`src/hdl/bstap_defines.vh`:
```
/*
  Constants for the boundary-scan test access port: controller states,
  instruction codes, register widths and reset values.
  Assumes inclusion by bare name from the design files of this block.
*/
// Operation
// - Sample on test clock rise, drive on fall
// - Mode select and data in pulled high
// - Data in enters selected register MSB
// - Data out leaves selected register LSB
// - Five high mode-select edges reset controller
// - Controller reset leaves memory operation alone
// - Power-up resets controller, data out floats
// - One register in path, chosen by instruction
// - Three-bit instruction register, serially loaded
// - Reset loads identification instruction
// - Instruction capture loads binary 01 low
// - One-bit bypass, cleared under bypass instruction
// - Boundary captures pin ring, then shifts
// - Boundary includes spare unconnected cells
// - Extest, sample-preload, sample-float select boundary
// - Identification captures 32-bit code
// - Identification constant shifted out in shift
// - Data out driven only in some states
// - Full standard state sequence by mode select
// - Instruction takes effect at instruction update
`ifndef BSTAP_DEFINES_VH
`define BSTAP_DEFINES_VH

// Controller states
`define BSTAP_ST_RESET   4'h0
`define BSTAP_ST_IDLE    4'h1
`define BSTAP_ST_SEL_DR  4'h2
`define BSTAP_ST_CAP_DR  4'h3
`define BSTAP_ST_SH_DR   4'h4
`define BSTAP_ST_EX1_DR  4'h5
`define BSTAP_ST_PA_DR   4'h6
`define BSTAP_ST_EX2_DR  4'h7
`define BSTAP_ST_UP_DR   4'h8
`define BSTAP_ST_SEL_IR  4'h9
`define BSTAP_ST_CAP_IR  4'hA
`define BSTAP_ST_SH_IR   4'hB
`define BSTAP_ST_EX1_IR  4'hC
`define BSTAP_ST_PA_IR   4'hD
`define BSTAP_ST_EX2_IR  4'hE
`define BSTAP_ST_UP_IR   4'hF

// Instruction codes
`define BSTAP_IR_W        3
`define BSTAP_I_EXTEST    3'h0
`define BSTAP_I_IDCODE    3'h1
`define BSTAP_I_SAMPLEZ   3'h2
`define BSTAP_I_SAMPLE    3'h4
`define BSTAP_I_BYPASS    3'h7
`define BSTAP_IR_CAPTURE  3'h1

// Register widths and defaults
`define BSTAP_ID_W        32
`define BSTAP_ID_DEFAULT  32'h0000_0001
`define BSTAP_BSR_W       16
`define BSTAP_BSR_SPARE   4
`define BSTAP_PIN_W       12
`define BSTAP_SYNC_W      2
`define BSTAP_PIN_N       3
`define BSTAP_PIN_RST     3'h3

`endif

```
`src/hdl/bstap_sync.v`:
```
/*
  Two-flop synchroniser for a bus of asynchronous inputs.
  Assumes clk_i is the block clock; inputs come from pins.
*/
`timescale 1ns/100ps
module bstap_sync #(
  parameter             WIDTH   = 3,
  parameter [WIDTH-1:0] RST_VAL = {WIDTH{1'b0}}
) (
  input  wire             clk_i,
  input  wire             rst_b_i,
  input  wire [WIDTH-1:0] d_i,
  output wire [WIDTH-1:0] q_o
);
  reg [WIDTH-1:0] meta_reg;
  reg [WIDTH-1:0] sync_reg;

  // First stage read only by second
  always @(posedge clk_i or negedge rst_b_i) begin
    if (!rst_b_i) begin
      meta_reg <= RST_VAL;  // Idle pin levels, no false edge
      sync_reg <= RST_VAL;
    end else begin
      meta_reg <= d_i;
      sync_reg <= meta_reg;
    end
  end

  assign q_o = sync_reg;
endmodule // bstap_sync

```
`src/hdl/bstap_tap.v`:
```
/*
  Boundary-scan test access port: state controller, instruction,
  bypass, identification and boundary registers, serial data out.
  Assumes test clock, mode select and data in arrive from pins,
  asynchronous to clk_i, slow enough to be oversampled.
  Test clock must stay at least three block clocks high and low;
  mode select and data in must hold across the sampled rise.
  Outputs feed the memory's pin logic and the data-out pad.
*/
`timescale 1ns/100ps
`include "bstap_defines.vh"
module bstap_tap #(
  parameter                   PIN_W   = `BSTAP_PIN_W,
  parameter                   SPARE_W = `BSTAP_BSR_SPARE,
  parameter [`BSTAP_ID_W-1:0] ID_CODE = `BSTAP_ID_DEFAULT  // Arbitrary value
) (
  input  wire             clk_i,
  input  wire             rst_b_i,
  input  wire             tck_i,
  input  wire             tms_i,
  input  wire             tdi_i,
  input  wire [PIN_W-1:0] pin_ring_i,
  output reg              tdo_o,
  output reg              tdo_oe_o,
  output reg  [PIN_W-1:0] pin_drive_o,
  output reg              out_float_o,
  output reg              extest_o
);
  localparam BSR_W = PIN_W + SPARE_W + 1;

  wire       tck_s;
  wire       tms_s;
  wire       tdi_s;
  reg        tck_d_reg;
  reg  [3:0] state_reg;
  reg  [3:0] state_next;
  reg  [`BSTAP_IR_W-1:0] ir_sh_reg;
  reg  [`BSTAP_IR_W-1:0] ir_reg;
  reg        byp_reg;
  reg  [`BSTAP_ID_W-1:0] id_reg;
  reg  [BSR_W-1:0] bsr_reg;
  reg  [BSR_W-1:0] bsr_upd_reg;
  reg        tdo_next;
  reg        tdo_oe_next;
  reg  [PIN_W-1:0] pin_drive_next;
  reg        out_float_next;
  reg        extest_next;

  // Pin synchronisers, pull-ups modelled as reset high
  bstap_sync #(.WIDTH(`BSTAP_PIN_N), .RST_VAL(`BSTAP_PIN_RST)) u_sync (
    .clk_i     (clk_i),
    .rst_b_i   (rst_b_i),
    .d_i       ({tck_i, tms_i, tdi_i}),
    .q_o       ({tck_s, tms_s, tdi_s})
  );

  wire tck_rise = tck_s & ~tck_d_reg;
  wire tck_fall = ~tck_s & tck_d_reg;

  // Boundary selected by any of the three ring instructions
  function sel_bsr;
    input [`BSTAP_IR_W-1:0] ins;
    begin
      sel_bsr = (ins == `BSTAP_I_EXTEST) || (ins == `BSTAP_I_SAMPLE) ||
                (ins == `BSTAP_I_SAMPLEZ);
    end
  endfunction

  // Instruction decodes shared by data paths and outputs
  wire id_sel     = (ir_reg == `BSTAP_I_IDCODE);
  wire bsr_sel    = sel_bsr(ir_reg);
  wire extest_sel = (ir_reg == `BSTAP_I_EXTEST);

  // Controller next state from mode select
  always @* begin
    state_next = state_reg;
    case (state_reg)
      `BSTAP_ST_RESET: begin
        if (tms_s) begin
          state_next = `BSTAP_ST_RESET;
        end else begin
          state_next = `BSTAP_ST_IDLE;
        end
      end
      `BSTAP_ST_IDLE: begin
        if (tms_s) begin
          state_next = `BSTAP_ST_SEL_DR;
        end else begin
          state_next = `BSTAP_ST_IDLE;
        end
      end
      `BSTAP_ST_SEL_DR: begin
        if (tms_s) begin
          state_next = `BSTAP_ST_SEL_IR;
        end else begin
          state_next = `BSTAP_ST_CAP_DR;
        end
      end
      `BSTAP_ST_CAP_DR: begin
        if (tms_s) begin
          state_next = `BSTAP_ST_EX1_DR;
        end else begin
          state_next = `BSTAP_ST_SH_DR;
        end
      end
      `BSTAP_ST_SH_DR: begin
        if (tms_s) begin
          state_next = `BSTAP_ST_EX1_DR;
        end else begin
          state_next = `BSTAP_ST_SH_DR;
        end
      end
      `BSTAP_ST_EX1_DR: begin
        if (tms_s) begin
          state_next = `BSTAP_ST_UP_DR;
        end else begin
          state_next = `BSTAP_ST_PA_DR;
        end
      end
      `BSTAP_ST_PA_DR: begin
        if (tms_s) begin
          state_next = `BSTAP_ST_EX2_DR;
        end else begin
          state_next = `BSTAP_ST_PA_DR;
        end
      end
      `BSTAP_ST_EX2_DR: begin
        if (tms_s) begin
          state_next = `BSTAP_ST_UP_DR;
        end else begin
          state_next = `BSTAP_ST_SH_DR;
        end
      end
      `BSTAP_ST_UP_DR: begin
        if (tms_s) begin
          state_next = `BSTAP_ST_SEL_DR;
        end else begin
          state_next = `BSTAP_ST_IDLE;
        end
      end
      `BSTAP_ST_SEL_IR: begin
        if (tms_s) begin
          state_next = `BSTAP_ST_RESET;
        end else begin
          state_next = `BSTAP_ST_CAP_IR;
        end
      end
      `BSTAP_ST_CAP_IR: begin
        if (tms_s) begin
          state_next = `BSTAP_ST_EX1_IR;
        end else begin
          state_next = `BSTAP_ST_SH_IR;
        end
      end
      `BSTAP_ST_SH_IR: begin
        if (tms_s) begin
          state_next = `BSTAP_ST_EX1_IR;
        end else begin
          state_next = `BSTAP_ST_SH_IR;
        end
      end
      `BSTAP_ST_EX1_IR: begin
        if (tms_s) begin
          state_next = `BSTAP_ST_UP_IR;
        end else begin
          state_next = `BSTAP_ST_PA_IR;
        end
      end
      `BSTAP_ST_PA_IR: begin
        if (tms_s) begin
          state_next = `BSTAP_ST_EX2_IR;
        end else begin
          state_next = `BSTAP_ST_PA_IR;
        end
      end
      `BSTAP_ST_EX2_IR: begin
        if (tms_s) begin
          state_next = `BSTAP_ST_UP_IR;
        end else begin
          state_next = `BSTAP_ST_SH_IR;
        end
      end
      `BSTAP_ST_UP_IR: begin
        if (tms_s) begin
          state_next = `BSTAP_ST_SEL_DR;
        end else begin
          state_next = `BSTAP_ST_IDLE;
        end
      end
      default:          state_next = `BSTAP_ST_RESET;
    endcase
  end

  // Edge detect and controller state; power-up reset
  always @(posedge clk_i or negedge rst_b_i) begin
    if (!rst_b_i) begin
      tck_d_reg <= 1'b0;
      state_reg <= `BSTAP_ST_RESET;
    end else begin
      tck_d_reg <= tck_s;
      if (tck_rise) begin
        state_reg <= state_next;
      end
    end
  end

  // Instruction path: capture, shift, update
  always @(posedge clk_i or negedge rst_b_i) begin
    if (!rst_b_i) begin
      ir_sh_reg <= `BSTAP_I_IDCODE;
      ir_reg    <= `BSTAP_I_IDCODE;
    end else if (tck_rise) begin
      case (state_reg)
        `BSTAP_ST_RESET:  ir_reg <= `BSTAP_I_IDCODE;
        `BSTAP_ST_CAP_IR: ir_sh_reg <= `BSTAP_IR_CAPTURE;
        `BSTAP_ST_SH_IR:  ir_sh_reg <= {tdi_s, ir_sh_reg[`BSTAP_IR_W-1:1]};
        `BSTAP_ST_UP_IR:  ir_reg <= ir_sh_reg;
        default:          ir_reg <= ir_reg;
      endcase
    end
  end

  // Bypass: cleared at capture, shifts in shift
  always @(posedge clk_i or negedge rst_b_i) begin
    if (!rst_b_i) begin
      byp_reg <= 1'b0;
    end else if (tck_rise) begin
      if (state_reg == `BSTAP_ST_CAP_DR) begin
        byp_reg <= 1'b0;
      end else if (state_reg == `BSTAP_ST_SH_DR) begin
        byp_reg <= tdi_s;
      end
    end
  end

  // Identification: fixed code captured, then shifted
  always @(posedge clk_i or negedge rst_b_i) begin
    if (!rst_b_i) begin
      id_reg <= {`BSTAP_ID_W{1'b0}};
    end else if (tck_rise && id_sel) begin
      if (state_reg == `BSTAP_ST_CAP_DR) begin
        id_reg <= ID_CODE;
      end else if (state_reg == `BSTAP_ST_SH_DR) begin
        id_reg <= {tdi_s, id_reg[`BSTAP_ID_W-1:1]};
      end
    end
  end

  // Boundary shift stage: pin ring capture, spares read zero
  always @(posedge clk_i or negedge rst_b_i) begin
    if (!rst_b_i) begin
      bsr_reg <= {BSR_W{1'b0}};
    end else if (tck_rise && bsr_sel) begin
      if (state_reg == `BSTAP_ST_CAP_DR) begin
        bsr_reg <= {bsr_reg[BSR_W-1], {SPARE_W{1'b0}}, pin_ring_i};
      end else if (state_reg == `BSTAP_ST_SH_DR) begin
        bsr_reg <= {tdi_s, bsr_reg[BSR_W-1:1]};
      end
    end
  end

  // Boundary update latch; output-enable cell preset high
  always @(posedge clk_i or negedge rst_b_i) begin
    if (!rst_b_i) begin
      bsr_upd_reg <= {1'b1, {(BSR_W-1){1'b0}}};
    end else if (tck_rise) begin
      if (state_reg == `BSTAP_ST_RESET) begin
        bsr_upd_reg[BSR_W-1] <= 1'b1;
      end else if (state_reg == `BSTAP_ST_UP_DR && bsr_sel) begin
        bsr_upd_reg <= bsr_reg;
      end
    end
  end

  // Serial out selects one register's LSB
  always @* begin
    tdo_next = byp_reg;
    if (state_reg == `BSTAP_ST_SH_IR) begin
      tdo_next = ir_sh_reg[0];
    end else if (ir_reg == `BSTAP_I_IDCODE) begin
      tdo_next = id_reg[0];
    end else if (sel_bsr(ir_reg)) begin
      tdo_next = bsr_reg[0];
    end
  end

  // Next values of the pin-facing outputs
  always @* begin
    tdo_oe_next    = (state_reg == `BSTAP_ST_SH_DR) || (state_reg == `BSTAP_ST_SH_IR);
    pin_drive_next = bsr_upd_reg[PIN_W-1:0];
    out_float_next = (ir_reg == `BSTAP_I_SAMPLEZ) || (extest_sel && !bsr_upd_reg[BSR_W-1]);
    extest_next    = extest_sel;
  end

  // Outputs change on the falling test-clock edge
  always @(posedge clk_i or negedge rst_b_i) begin
    if (!rst_b_i) begin
      tdo_o       <= 1'b0;
      tdo_oe_o    <= 1'b0;
      pin_drive_o <= {PIN_W{1'b0}};
      out_float_o <= 1'b0;
      extest_o    <= 1'b0;
    end else if (tck_fall) begin
      tdo_o       <= tdo_next;
      tdo_oe_o    <= tdo_oe_next;
      pin_drive_o <= pin_drive_next;
      out_float_o <= out_float_next;
      extest_o    <= extest_next;
    end
  end
endmodule // bstap_tap

```
`config.mk`:
```
export PLATFORM = sky130hd
export DESIGN_NAME = bstap_tap
export DESIGN_NICKNAME = d
export VERILOG_FILES = /design/src/hdl/bstap_sync.v /design/src/hdl/bstap_tap.v
export VERILOG_INCLUDE_DIRS = /design/src /design/src/hdl
export SDC_FILE = /design/constraint.sdc
export NUM_CORES = 1
export LEC_CHECK = 0
export BUFFER_PORTS_ARGS = -buffer_cell sky130_fd_sc_hd__buf_2
export CORE_ASPECT_RATIO = 1.4
export CORE_MARGIN = 8
export CORE_UTILIZATION = 30
export CTS_CLUSTER_DIAMETER = 200
export DETAILED_ROUTE_END_ITERATION = 10
export GPL_TIMING_DRIVEN = 0
export PLACE_DENSITY = 0.44
export SETUP_SLACK_MARGIN = 0.15
export SYNTH_ARGS = -nofsm -noshare
export SYNTH_HDL_FRONTEND = slang
export SYNTH_SLANG_ARGS = --single-unit
```
`constraint.sdc`:
```
create_clock -name clk_i -period 2 [get_ports clk_i]
set_input_delay 0.4 -clock clk_i [delete_from_list [all_inputs] [get_ports clk_i]]
set_output_delay 0.4 -clock clk_i [all_outputs]
set_load 0.02 [all_outputs]
```
# == Yosys cells after proc, flatten, opt, wreduce, memory -nomap -nowiden ==
# Cells that the tools add are included.
# classes
n_eq_ne,18
muxes,26
bitwise,6
n_reduce_logical,26
# ops
cell,count
$mux W32,2
$pmux W4 S12,1
$eq A4 B4 Y1 const B,8
$mux W16,2
$mux W17,1
$eq A4 B3 Y1 const B,4
$mux W4,4
$pmux W3 S2,2
$reduce_and A2 Y1,6
$mux W1,9
$eq A4 B2 Y1 const B,2
$reduce_bool A2 Y1,4
$mux W2,3
$mux W3,2
$reduce_and A3 Y1,2
$eq A4 B1 Y1 const B,1
$logic_and A1 B1 Y1,4
$logic_not A4 Y1,1
$logic_or A1 B1 Y1,4
$not A1 Y1,4
$reduce_or A2 Y1,2
$eq A3 B1 Y1 const B,1
$eq A3 B2 Y1 const B,1
$eq A3 B3 Y1 const B,1
other kinds (4),5
# totals
regBits,100
in_bits,17
out_inout_bits,16
wordCells,93

# == Logic depth before layout (Yosys ltp) ==
# Gate-level depths: netlist of the first run.
# logic_depth
word_depth,6
ltp_mapped,6
ltp_nobuf,4

# == Cells and area by module ==
# Synthesis of the first run repeated with hierarchy kept, for this count alone.
# unflattened
hier_cells,402
hier_area_um2,4090.2
# modules_own_cells
module,n_inst,cells_each,area_per_inst_um2
bstap_tap,1,396,3935.0
bstap_sync,1,6,155.1

# == Worst setup path before layout of the first run ==
# Ideal clock, no wire load.
# synth_path
path_kind,register -> register
from,reg ir_reg[0]
to,reg bsr_upd_reg[10]
setup_time_ns,0.125
arrival_ns,1.412
t_required_ns,1.875
slack_ns,0.464
stages_incl_launch_ff,6
n_path_buf,2
synth_period_minus_slack_ns,1.536
path_cell_list,dfstp_2 buf_2 a21oi_4 nand4_2 buf_2 mux2_2
# synth_between
elab_chain_cells,5
elab_cells_between_ends,7
# synth_rtl
item,line_no,rtl
from (decl),bstap_tap.v:38,reg [`BSTAP_IR_W-1:0] ir_reg;
from (signal assigned),bstap_tap.v:211,ir_reg <= `BSTAP_I_IDCODE;
from (signal assigned),bstap_tap.v:214,`BSTAP_ST_RESET: ir_reg <= `BSTAP_I_IDCODE;
from (signal assigned),bstap_tap.v:217,`BSTAP_ST_UP_IR: ir_reg <= ir_sh_reg;
$eq A3 B3 Y1 (no source line) or $logic_not A3 Y1 (tied branches),-,
$logic_or A1 B1 Y1,bstap_tap.v:64,sel_bsr = (ins == `BSTAP_I_EXTEST) || (ins == `BSTAP_I_SAMPLE) ||
$logic_or A1 B1 Y1 *,bstap_tap.v:64,
$logic_and A1 B1 Y1 *,bstap_tap.v:269,end else if (state_reg == `BSTAP_ST_UP_DR && bsr_sel) begin
$reduce_and A3 Y1 (no source line) *,-,
to (signal assigned),bstap_tap.v:265,"bsr_upd_reg <= {1'b1, {(BSR_W-1){1'b0}}};"
to (signal assigned),bstap_tap.v:270,bsr_upd_reg <= bsr_reg;
to (decl),bstap_tap.v:42,reg [BSR_W-1:0] bsr_upd_reg;
# Mark *: on every way between the ends. The rest lies on a longest branch, timed or not.
# A chain may end at the register's enable or synchronous reset.

# == Final worst setup path of the first run ==
# layout_path
from,reg ir_reg[0]
to,reg bsr_upd_reg[1]
# The elaborated chain is that of the path after synthesis.

==> metrics.yaml, run 1 <==
slew_viol_final: 0
cap_violations: 0
total_power_w: 0.00598
yosys-top-cells-area: "dfrtp_1 52%, nand2_1 7.4%, mux2_2 6.9%"
p_int_w: 0.00402
syn_nets: 387
syn-cell-area_um2: 4250
dp.cells: 588
detail-route-antenna-nets: 0
cp_max_fo: 10
clock_sinks: 96
synth_sequential_area_ratio: 0.567
min_period_ns: 1.72
htreeDepth: 3
place_area_um2: 4670
end_kind: "register"
powerDensity_nw_per_um2: 1190
synth_cell_types: 48
globalRoute.totalOverflow: 0
synth_ff_type: "dfrtp_1"
fin_skew_ns: 0.00654
grt_setup_unrepaired: "false"
firstDrtPassIters: 4
hpwl_um: 6030
drc_errors: 0
worstMarginPinSlew_ns: 0.469
switchingPower_w: 0.00196
antenna_cells: 0
synth_top_area_cell: "dfrtp_1"
required_ns: 2.23
largest_reg_flops: 32
synth_top_area_frac: 0.524
clock_latency_ns: 0.34
port_buffers: 32
ys_async_sr_fraction: 1.00
vias: 2830
p_leak_nw: 2.33
cts_buffer_depth: 2
grt_max_degree: 66
rows: 51
peakVddDrop_mv: 0.385
synth_edf_count: 0
die_h_um: 157
path_cells: "buf_2, a21oi_4, nand4_2, buf_2, mux2_2"
cpPeakStageDelay_ns: 0.51
postCtsSetupRepairBufs: 0
cts_tree: "yes"
grt_usage: 0.105
hold_ws_ns: 0.00124
setup_tns_ns: 0
grt_pass1_vias: 2944
critPathBufInv: 2
hold_viol_final: 0
worstSetupStartpointType: "register"
nets: 431
worstSetupPathType: "register to register"
cts_root_buffer: "clkbuf_16"
fmax_mhz: 581
first_iter_violations: 126
critPathSlowestCell: "dfstp_2"
cpMostUsedCell: "buf_2"
max_slew_margin: 0.687
via_per_inst: 4.69
final_cells: 604
ys_seq_elements: 96
routedWlPerCell_um: 14.4
p_comb_frac: 0.263
wl_um: 8710
start_util: 0.306
yosysWarnings: 0
ios: 33
grt_pass1_wl_um: 15100
postLayoutCellArea_um2: 5000
status: "completed"
setup_viol: 0
die_area_um2: 18300
clk_pin_slew_ns: 0.07
antenna_found_initial: 0
drive_gt1_frac: 0.339
syn_area_per_cell_um2: 11.5
area_delta_synth_final_pct: 17.7
numCtsBuffers: 9
hp-class: "input pin to async pin"
synthCells: 370
clkPwrFrac: 0.316
arrival_ns: 1.95
die_w_um: 117
core_um2: 13900
p_sw_frac: 0.327
fin_crit_sh: 0.861
gp_congestion: 0.782
cp_top_family: "flip-flops"
seq_power_share: 0.421
==> power by group through the flow <==
stage	registers [W]	clock network, W	logic (W)
global placement	0.00256	0	0.00157
global route	0.00257	0.00202	0.00175
finish	0.00252	0.00189	0.00157
floorplan	0.00257	0	0.00111
detailed placement	0.00256	0	0.00159
CTS	0.00253	0.00195	0.00160
==> layout by cell type, fill, tap and decap left out, types with 3 or more instances in the layout <==
cell type and count:
a21oi_1 8, a22o_1 6, a31oi_1 3, buf_2 38, buf_4 3, buf_6 7, clkbuf_1 8, clkbuf_16 9
dfrtp_1 89, dfstp_2 7, inv_1 4, mux2_2 26, mux2i_1 13, nand2_1 84, nand3_1 6, nor2_1 5
o21ai_0 24, o21ai_2 30
==> worst paths after layout <==
path                                           endpoint  slack [ns]  cells after the start                    startpoint
setup / recovery             bsr_upd_reg[1]$_DFFE_PN0P_        0.28                      5         ir_reg[0]$_DFFE_PN1P_
hold / removal                   id_reg[26]$_DFFE_PN0P_       0.001                      1                       rst_b_i
setup reg to reg             bsr_upd_reg[1]$_DFFE_PN0P_        0.28                      5         ir_reg[0]$_DFFE_PN1P_
hold reg to reg                 u_sync.q_o[2]$_DFF_PN0_        0.35                      0  u_sync.meta_reg[2]$_DFF_PN0_
max in group asynchronous   pin_drive_o[11]$_DFFE_PN0P_        1.34                      2                       rst_b_i
min in group clk_i         u_sync.meta_reg[1]$_DFF_PN1_        0.15                      1                         tms_i
==> synth_stat cells (3+ instances only) <==
library cell / n
nor2b_1: 3
buf_6: 7
a31oi_1: 3
nand2_1: 84
nor2_1: 5
inv_1: 4
mux2i_1: 13
a22o_1: 6
nand3_1: 6
clkbuf_1: 8
dfstp_2: 7
o21ai_0: 24
o21ai_2: 30
a21oi_1: 8
buf_2: 7
mux2_2: 26
dfrtp_1: 89
==> layout make-up <==
type	instances	area, um2
fill	1462	8910
sequential	96	2410
multi-input combinational	246	1670
tap	185	231
clock buffer	9	225
timing repair buffer	33	190
buffer	24	159
clock inverter	7	103
inverter	4	15.0
==> what timing repair did <==
action | CTS | global route
hold buffers | 0 | 0
endpoints found under the setup margin | 0 | 1
endpoints found under the hold margin | 0 | 0
gates resized for setup | 0 | 1
==> per-stage QoR <==
stage	util	setup slack, ns
5_1_grt	0.360	0.153
4_1_cts	0.360	0.243
2_1_floorplan	-	0.464
3_3_place_gp	0.334	-0.572
3_5_place_dp	0.336	0.237
6_report	0.360	0.279
==> layer usage <==
layer,vias up,GRT usage,wire (um)
met3,10,0.0212,308
li1,1380,-,-
met5,-,0,0
met1,1394,0.134,4080
met4,0,0.0496,165
met2,46,0.164,4160
==> kinds of logic after synthesis <==
group,Yosys count,synth area share
and+or+nand+nor,118,0.129
DFF,96,0.567
muxes,41,0.106
buffers and inverters,28,0.0409
AOI/OAI and AO/OA,87,0.157
Power figures use the tool's default switching activity.
==> run 2: changes to the inputs <==
SYNTH_HIERARCHICAL = 1   (was unset)
==> run 2 against run 1 <==
Effect of this change: total power up 0.92%; global-route usage up 0.30 points; die area down 3.3%; via count up 3.3%; flip-flop and latch count unchanged; synthesized cell count up 8.6%; first-iteration DRC count up 48%; critical path depth unchanged; sequential share of layout area up 1.5 points; core utilization up 0.47 points; largest power group unchanged.
==> metrics.yaml, run 2 <==
ys_async_sr_fraction: 1.00  # unchanged
synth_cell_types: 48  # unchanged
synth_edf_count: 0  # unchanged
final_common_cell: "nand2_1"  # was dfrtp_1
antenna_found_initial: 0  # unchanged
clock_sinks: 96  # unchanged
grt_max_degree: 73  # was 66
cap_violations: 0  # unchanged
postLayoutCellArea_um2: 4860  # was 5000 um2
syn_area_per_cell_um2: 10.2  # was 11.5 um2
synth_top_area_frac: 0.545  # was 0.524
synth_top_area_cell: "dfrtp_1"  # unchanged
start_util: 0.307  # was 0.306
hold_ws_ns: 0.153  # was 0.00124 ns
worstSetupStartpointType: "register"  # unchanged
port_buffers: 32  # unchanged
vias: 2922  # was 2830
yosys-top-cells-area: "dfrtp_1 54%, nand2_1 11%, o21ai_0 6.4%"  # was dfrtp_1 52%, nand2_1 7.4%, mux2_2 6.9%
syn-cell-area_um2: 4090  # was 4250 um2
fmax_mhz: 574  # was 581 MHz
drive_gt1_frac: 0.195  # was 0.339
die_h_um: 154  # was 157 um
post-route-util: 0.364  # was 0.360
cts_buffer_depth: 2  # unchanged
drc_errors: 0  # unchanged
fin_crit_sh: 0.871  # was 0.861
detail-route-antenna-nets: 0  # unchanged
path_cells: "clkbuf_2, a21oi_4, nand4_1, clkbuf_4, mux2_2"  # was buf_2, a21oi_4, nand4_2, buf_2, mux2_2
numCtsBuffers: 9  # unchanged
nFillCells: 1321  # was 1462
worstMarginPinSlew_ns: 0.512  # was 0.469 ns
rows: 50  # was 51
final_cell_mix: "122 x nand2_1, 89 x dfrtp_1, 52 x o21ai_0"  # was 89 x dfrtp_1, 84 x nand2_1, 38 x buf_2
place_area_um2: 4510  # was 4670 um2
setup_tns_ns: 0  # unchanged
globalRoute.totalOverflow: 0  # unchanged
hp-class: "input pin to register"  # was input pin to async pin
core_um2: 13300  # was 13900 um2
grt_setup_unrepaired: "false"  # unchanged
required_ns: 2.23  # about the same
grt_pass1_wl_um: 15000  # was 15100 um
wl_um: 8930  # was 8710 um
yosysWarnings: 6  # was 0
synth_ff_type: "dfrtp_1"  # unchanged
critPathBufInv: 2  # unchanged
min_period_ns: 1.74  # was 1.72 ns
clk_pin_slew_ns: 0.07  # about the same
area_delta_synth_final_pct: 18.7  # was 17.7%
powerDensity_nw_per_um2: 1240  # was 1190 nW/um2
cp_top_family: "flip-flops"  # unchanged
synth_commonest_cells: "122 x nand2_1, 89 x dfrtp_1, 52 x o21ai_0"  # was 89 x dfrtp_1, 84 x nand2_1, 30 x o21ai_2
setup_viol: 0  # unchanged
die_area_um2: 17700  # was 18300 um2
ys_seq_elements: 96  # unchanged
ios: 33  # unchanged
htreeDepth: 3  # unchanged
p_leak_nw: 2.30  # was 2.33 nW
peakVddDrop_mv: 0.471  # was 0.385 mV
synth_sequential_area_ratio: 0.589  # was 0.567
nets: 464  # was 431
slew_viol_final: 0  # unchanged
largest_reg_flops: 32  # unchanged
hold_viol_final: 0  # unchanged
fin_skew_ns: 0.00893  # was 0.00654 ns
routedWlPerCell_um: 14.1  # was 14.4 um
die_w_um: 115  # was 117 um
grt_pass1_vias: 2955  # was 2944
gp_congestion: 0.853  # was 0.782
end_kind: "register"  # unchanged
status: "completed"  # unchanged
synth.most_common_cell: "nand2_1"  # was dfrtp_1
antenna_cells: 0  # unchanged
via_per_inst: 4.61  # was 4.69
critPathSlowestCell: "dfstp_2"  # unchanged
syn_nets: 419  # was 387
cpPeakStageDelay_ns: 0.51  # about the same
cts_root_buffer: "clkbuf_16"  # unchanged
hpwl_um: 6260  # was 6030 um
cts_tree: "yes"  # unchanged
worstSetupPathType: "register to register"  # unchanged
synthCells: 402  # was 370
cp_max_fo: 10  # unchanged
arrival_ns: 1.97  # was 1.95 ns
grt_usage: 0.108  # was 0.105
firstDrtPassIters: 5  # was 4
clock_latency_ns: 0.34  # about the same
max_slew_margin: 0.659  # was 0.687
first_iter_violations: 187  # was 126
## run 2: cell count changes in the layout (fill, tap and decap cells not counted), moves of 3 or more
cell | before | now
nand2_1 | 84 | 122
o21ai_2 | 30 | 0
o21ai_0 | 24 | 52
mux2_2 | 26 | 7
mux2_1 | 1 | 8
buf_6 | 7 | 3
inv_1 | 4 | 8
nor2b_1 | 2 | 5
o22ai_1 | 0 | 3
## run 2: logic make-up (layout without fill, tap and decap cells)
kind of cell    count (synthesis)  in the layout  share of synthesized area
simple gates                  156            156                      0.165
mux                            27             27                     0.0707
buf+inv                        33             83                     0.0392
compound gates                 89             89                      0.134
flops                          96             96                      0.589
xor+xnor                        1              1                    0.00214
## run 2: layout make-up
cell class / instances / area (um2) / share of cell area
plain buffers: 25 / 134 / 0.0276
clock buffers: 9 / 225 / 0.0464
clock inverters: 7 / 87.6 / 0.0180
inverters: 8 / 30.0 / 0.00618
multi-input cells: 273 / 1540 / 0.317
flip-flops and latches: 96 / 2410 / 0.497
well taps: 182 / 228 / 0.0469
repair buffers: 34 / 200 / 0.0412
## run 2: path summary, 6_finish.rpt
| kind | start | to | slack [ns] | cells after the start |
|---|---|---|---|---|
| worst max-delay path | ir_reg[0]$_DFFE_PN1P_ | bsr_upd_reg[4]$_DFFE_PN0P_ | 0.26 | 5 |
| worst min-delay path | tms_i | u_sync/meta_reg[1]$_DFF_PN1_ | 0.15 | 1 |
| worst max register to register | ir_reg[0]$_DFFE_PN1P_ | bsr_upd_reg[4]$_DFFE_PN0P_ | 0.26 | 5 |
| worst min register to register | u_sync/meta_reg[0]$_DFF_PN1_ | u_sync/q_o[0]$_DFF_PN1_ | 0.35 | 0 |
| max in group asynchronous | rst_b_i | u_sync/meta_reg[0]$_DFF_PN1_ | 0.80 | 3 |
| min in group asynchronous | rst_b_i | bsr_upd_reg[2]$_DFFE_PN0P_ | 0.51 | 2 |
## run 2: where the power goes
part,switching (W),internal [W]
logic,0.000954,0.000597
clock network,0.000808,0.00100
registers,0.000286,0.00238
total,0.00205,0.00398
## run 2: repair_timing
item / CTS / global route
hold buffers: 1 / 0
endpoints found under the setup margin: 0 / 22
hold endpoints to repair: 19 / 0
resized for setup: 0 / 6
setup buffers: 0 / 0
## run 2: per-stage QoR
stage / worst slack (ns) / instances / power [W]
after floorplan: 0.447 / 402 / 0.00374
after global placement: -0.455 / 616 / 0.00423
after detailed placement: 0.190 / 617 / 0.00428
after CTS: 0.176 / 634 / 0.00611
after global routing: 0.154 / 634 / 0.00644
final: 0.259 / 634 / 0.00603
## run 2: layer usage
layer / track usage / vias to the layer above / routed length (um)
met5: 0 / - / 0
met4: 0.0503 / 0 / 143
met3: 0.0278 / 7 / 386
met2: 0.173 / 64 / 4350
met1: 0.130 / 1405 / 4050
li1: - / 1446 / -
==> run 3: changes to the inputs <==
PLACE_DENSITY = 0.57   (was 0.44)
SETUP_SLACK_MARGIN = 0.02   (was 0.15)
==> run 3 against run 2 <==
Effect of this change: final cell count down 0.32%; total power down 3.8%; critical path type unchanged; via count up 0.34%.
==> metrics.yaml, run 3 (synthesized netlist as in run 2, its figures left out) <==
critPathBufInv: 2  # unchanged
grt_max_degree: 61  # was 73
area_delta_synth_final_pct: 17.1  # was 18.7%
reg2reg_depth: 5  # unchanged
cp_top_family: "simple AND/OR/NAND/NOR gates"  # was flip-flops
port_buffers: 32  # unchanged
hp-class: "input pin to async pin"  # was input pin to register
nFillCells: 1348  # was 1321
dp.cells: 617  # unchanged
largest_reg_flops: 32  # unchanged
grt_usage: 0.102  # was 0.108
p_sw_frac: 0.332  # was 0.340
antenna_found_initial: 0  # unchanged
worst_slack_ns: 0.198  # was 0.259 ns
cap_violations: 0  # unchanged
grt_setup_unrepaired: "false"  # unchanged
htreeDepth: 3  # unchanged
core_um2: 13300  # unchanged
clock_latency_ns: 0.34  # about the same
hpwl_um: 5940  # was 6260 um
final_common_cell: "nand2_1"  # unchanged
post-route-util: 0.359  # was 0.364
p_int_w: 0.00388  # was 0.00398 W
globalRoute.totalOverflow: 0  # unchanged
worstReg2RegEnd: "bsr_upd_reg[7]$_DFFE_PN0P_"  # was bsr_upd_reg[4]$_DFFE_PN0P_
die_h_um: 154  # unchanged
total_power_w: 0.00580  # was 0.00603 W
cts_hold_buf: 0  # was 1
hold_viol_final: 0  # unchanged
critPathSlowestCell: "dfrtp_1"  # was dfstp_2
fin_crit_sh: 0.901  # was 0.871
nets: 463  # was 464
die_area_um2: 17700  # unchanged
cts_buffer_depth: 2  # unchanged
drc_errors: 0  # unchanged
gp_congestion: 0.847  # was 0.853
peakVddDrop_mv: 0.390  # was 0.471 mV
seq_power_share: 0.458  # was 0.443
die_w_um: 115  # unchanged
worstSetupPathType: "register to register"  # unchanged
numCtsBuffers: 9  # unchanged
cts_resized: 0  # unchanged
end_kind: "register"  # unchanged
worstMarginPinSlew_ns: 0.513  # was 0.512 ns
cpPeakStageDelay_ns: 0.38  # was 0.51 ns
worstSetupStartpointType: "register"  # unchanged
met2_length_um: 4050  # was 4350 um
clock_sinks: 96  # unchanged
clk_pin_slew_ns: 0.07  # about the same
wl_met1_um: 3710  # was 4050 um
grt_pass1_vias: 2969  # was 2955
reg2reg_from: "state_reg[0]$_DFFE_PN0P_"  # was ir_reg[0]$_DFFE_PN1P_
via_per_inst: 4.64  # was 4.61
start_util: 0.307  # unchanged
final_cell_mix: "122 x nand2_1, 89 x dfrtp_1, 52 x o21ai_0"  # unchanged
arrival_ns: 2.03  # was 1.97 ns
required_ns: 2.22  # was 2.23 ns
status: "completed"  # unchanged
slew_viol_final: 0  # unchanged
setup_viol: 0  # unchanged
max_slew_margin: 0.658  # was 0.659
antenna_cells: 0  # unchanged
wl_met3_um: 308  # was 386 um
maxUsedRoutingLayer: "met4"  # unchanged
wl_um: 8270  # was 8930 um
first_iter_violations: 210  # was 187
final_cells: 632  # was 634
path_cells: "buf_6, nor2_1, nand4_1, buf_2, mux2_1"  # was clkbuf_2, a21oi_4, nand4_1, clkbuf_4, mux2_2
p_leak_nw: 2.28  # was 2.30 nW
routedWlPerCell_um: 13.1  # was 14.1 um
rows: 50  # unchanged
fmax_mhz: 555  # was 574 MHz
cts_tree: "yes"  # unchanged
detail-route-antenna-nets: 0  # unchanged
p_comb_frac: 0.263  # was 0.257
clkPwrFrac: 0.279  # was 0.300
drive_gt1_frac: 0.189  # was 0.195
cp_max_fo: 10  # unchanged
dp_slack_ns: 0.183  # was 0.190 ns
min_period_ns: 1.80  # was 1.74 ns
powerDensity_nw_per_um2: 1210  # was 1240 nW/um2
grt_pass1_wl_um: 14400  # was 15000 um
rrSetupSlack_ns: 0.20  # was 0.26 ns
hold_ws_ns: 0.0322  # was 0.153 ns
ios: 33  # unchanged
fin_skew_ns: 0.00707  # was 0.00893 ns
cts_root_buffer: "clkbuf_16"  # unchanged
firstDrtPassIters: 4  # was 5
postCtsSetupRepairBufs: 0  # unchanged
switchingPower_w: 0.00192  # was 0.00205 W
vias: 2932  # was 2922
## run 3: per-layer routing
metal,vias to the layer above,track usage
met1,1408,0.125
li1,1457,-
met5,-,0
met4,0,0.0509
met3,12,0.0251
met2,55,0.162
## run 3: through the flow
stage | TNS (ns) | cell area, um2
after floorplan | 0 | 4090
after global placement | -37.87 | 4480
after detailed placement | 0 | 4510
after CTS | 0 | 4790
after global routing | 0 | 4790
final | 0 | 4790
## run 3: power by group through the flow
| stage | Sequential [W] | Clock [W] | Combinational (W) |
|---|---|---|---|
| finish | 0.00266 | 0.00162 | 0.00153 |
| global route | 0.00274 | 0.00176 | 0.00172 |
| CTS | 0.00267 | 0.00168 | 0.00154 |
| detailed placement | 0.00270 | 0 | 0.00153 |
| global placement | 0.00269 | 0 | 0.00148 |
| floorplan | 0.00276 | 0 | 0.000976 |
## run 3: worst reg2reg max path, delay by kind of cell (launching register included)
kind	cells	cell delay [ns]
buffers and inverters	2	0.41
DFF	1	0.38
muxes	1	0.34
and+or+nand+nor	2	0.55
## run 3: worst max-delay path by stage
stage / start / end / slack [ns] / depth (start not counted)
CTS: state_reg[0]$_DFFE_PN0P_ / bsr_upd_reg[7]$_DFFE_PN0P_ / 0.18 / 5
finish: state_reg[0]$_DFFE_PN0P_ / bsr_upd_reg[7]$_DFFE_PN0P_ / 0.20 / 5
detailed placement: state_reg[0]$_DFFE_PN0P_ / bsr_upd_reg[7]$_DFFE_PN0P_ / 0.18 / 5
global placement: rst_b_i / bsr_reg[6]$_DFFE_PN0P_ / -0.43 / 1
floorplan: ir_reg[0]$_DFFE_PN1P_ / bsr_upd_reg[4]$_DFFE_PN0P_ / 0.45 / 5
global route: state_reg[1]$_DFFE_PN0P_ / id_reg[16]$_DFFE_PN0P_ / 0.08 / 4
## run 3: cell type report
| type | instances | area [um2] | area share |
|---|---|---|---|
| tap | 182 | 228 | 0.0475 |
| timing repair buffer | 33 | 190 | 0.0397 |
| multi-input combinational | 273 | 1520 | 0.317 |
| clock inverter | 4 | 28.8 | 0.00601 |
| inverter | 8 | 30.0 | 0.00627 |
| clock buffer | 11 | 253 | 0.0528 |
| sequential | 96 | 2410 | 0.503 |
| buffer | 25 | 130 | 0.0272 |
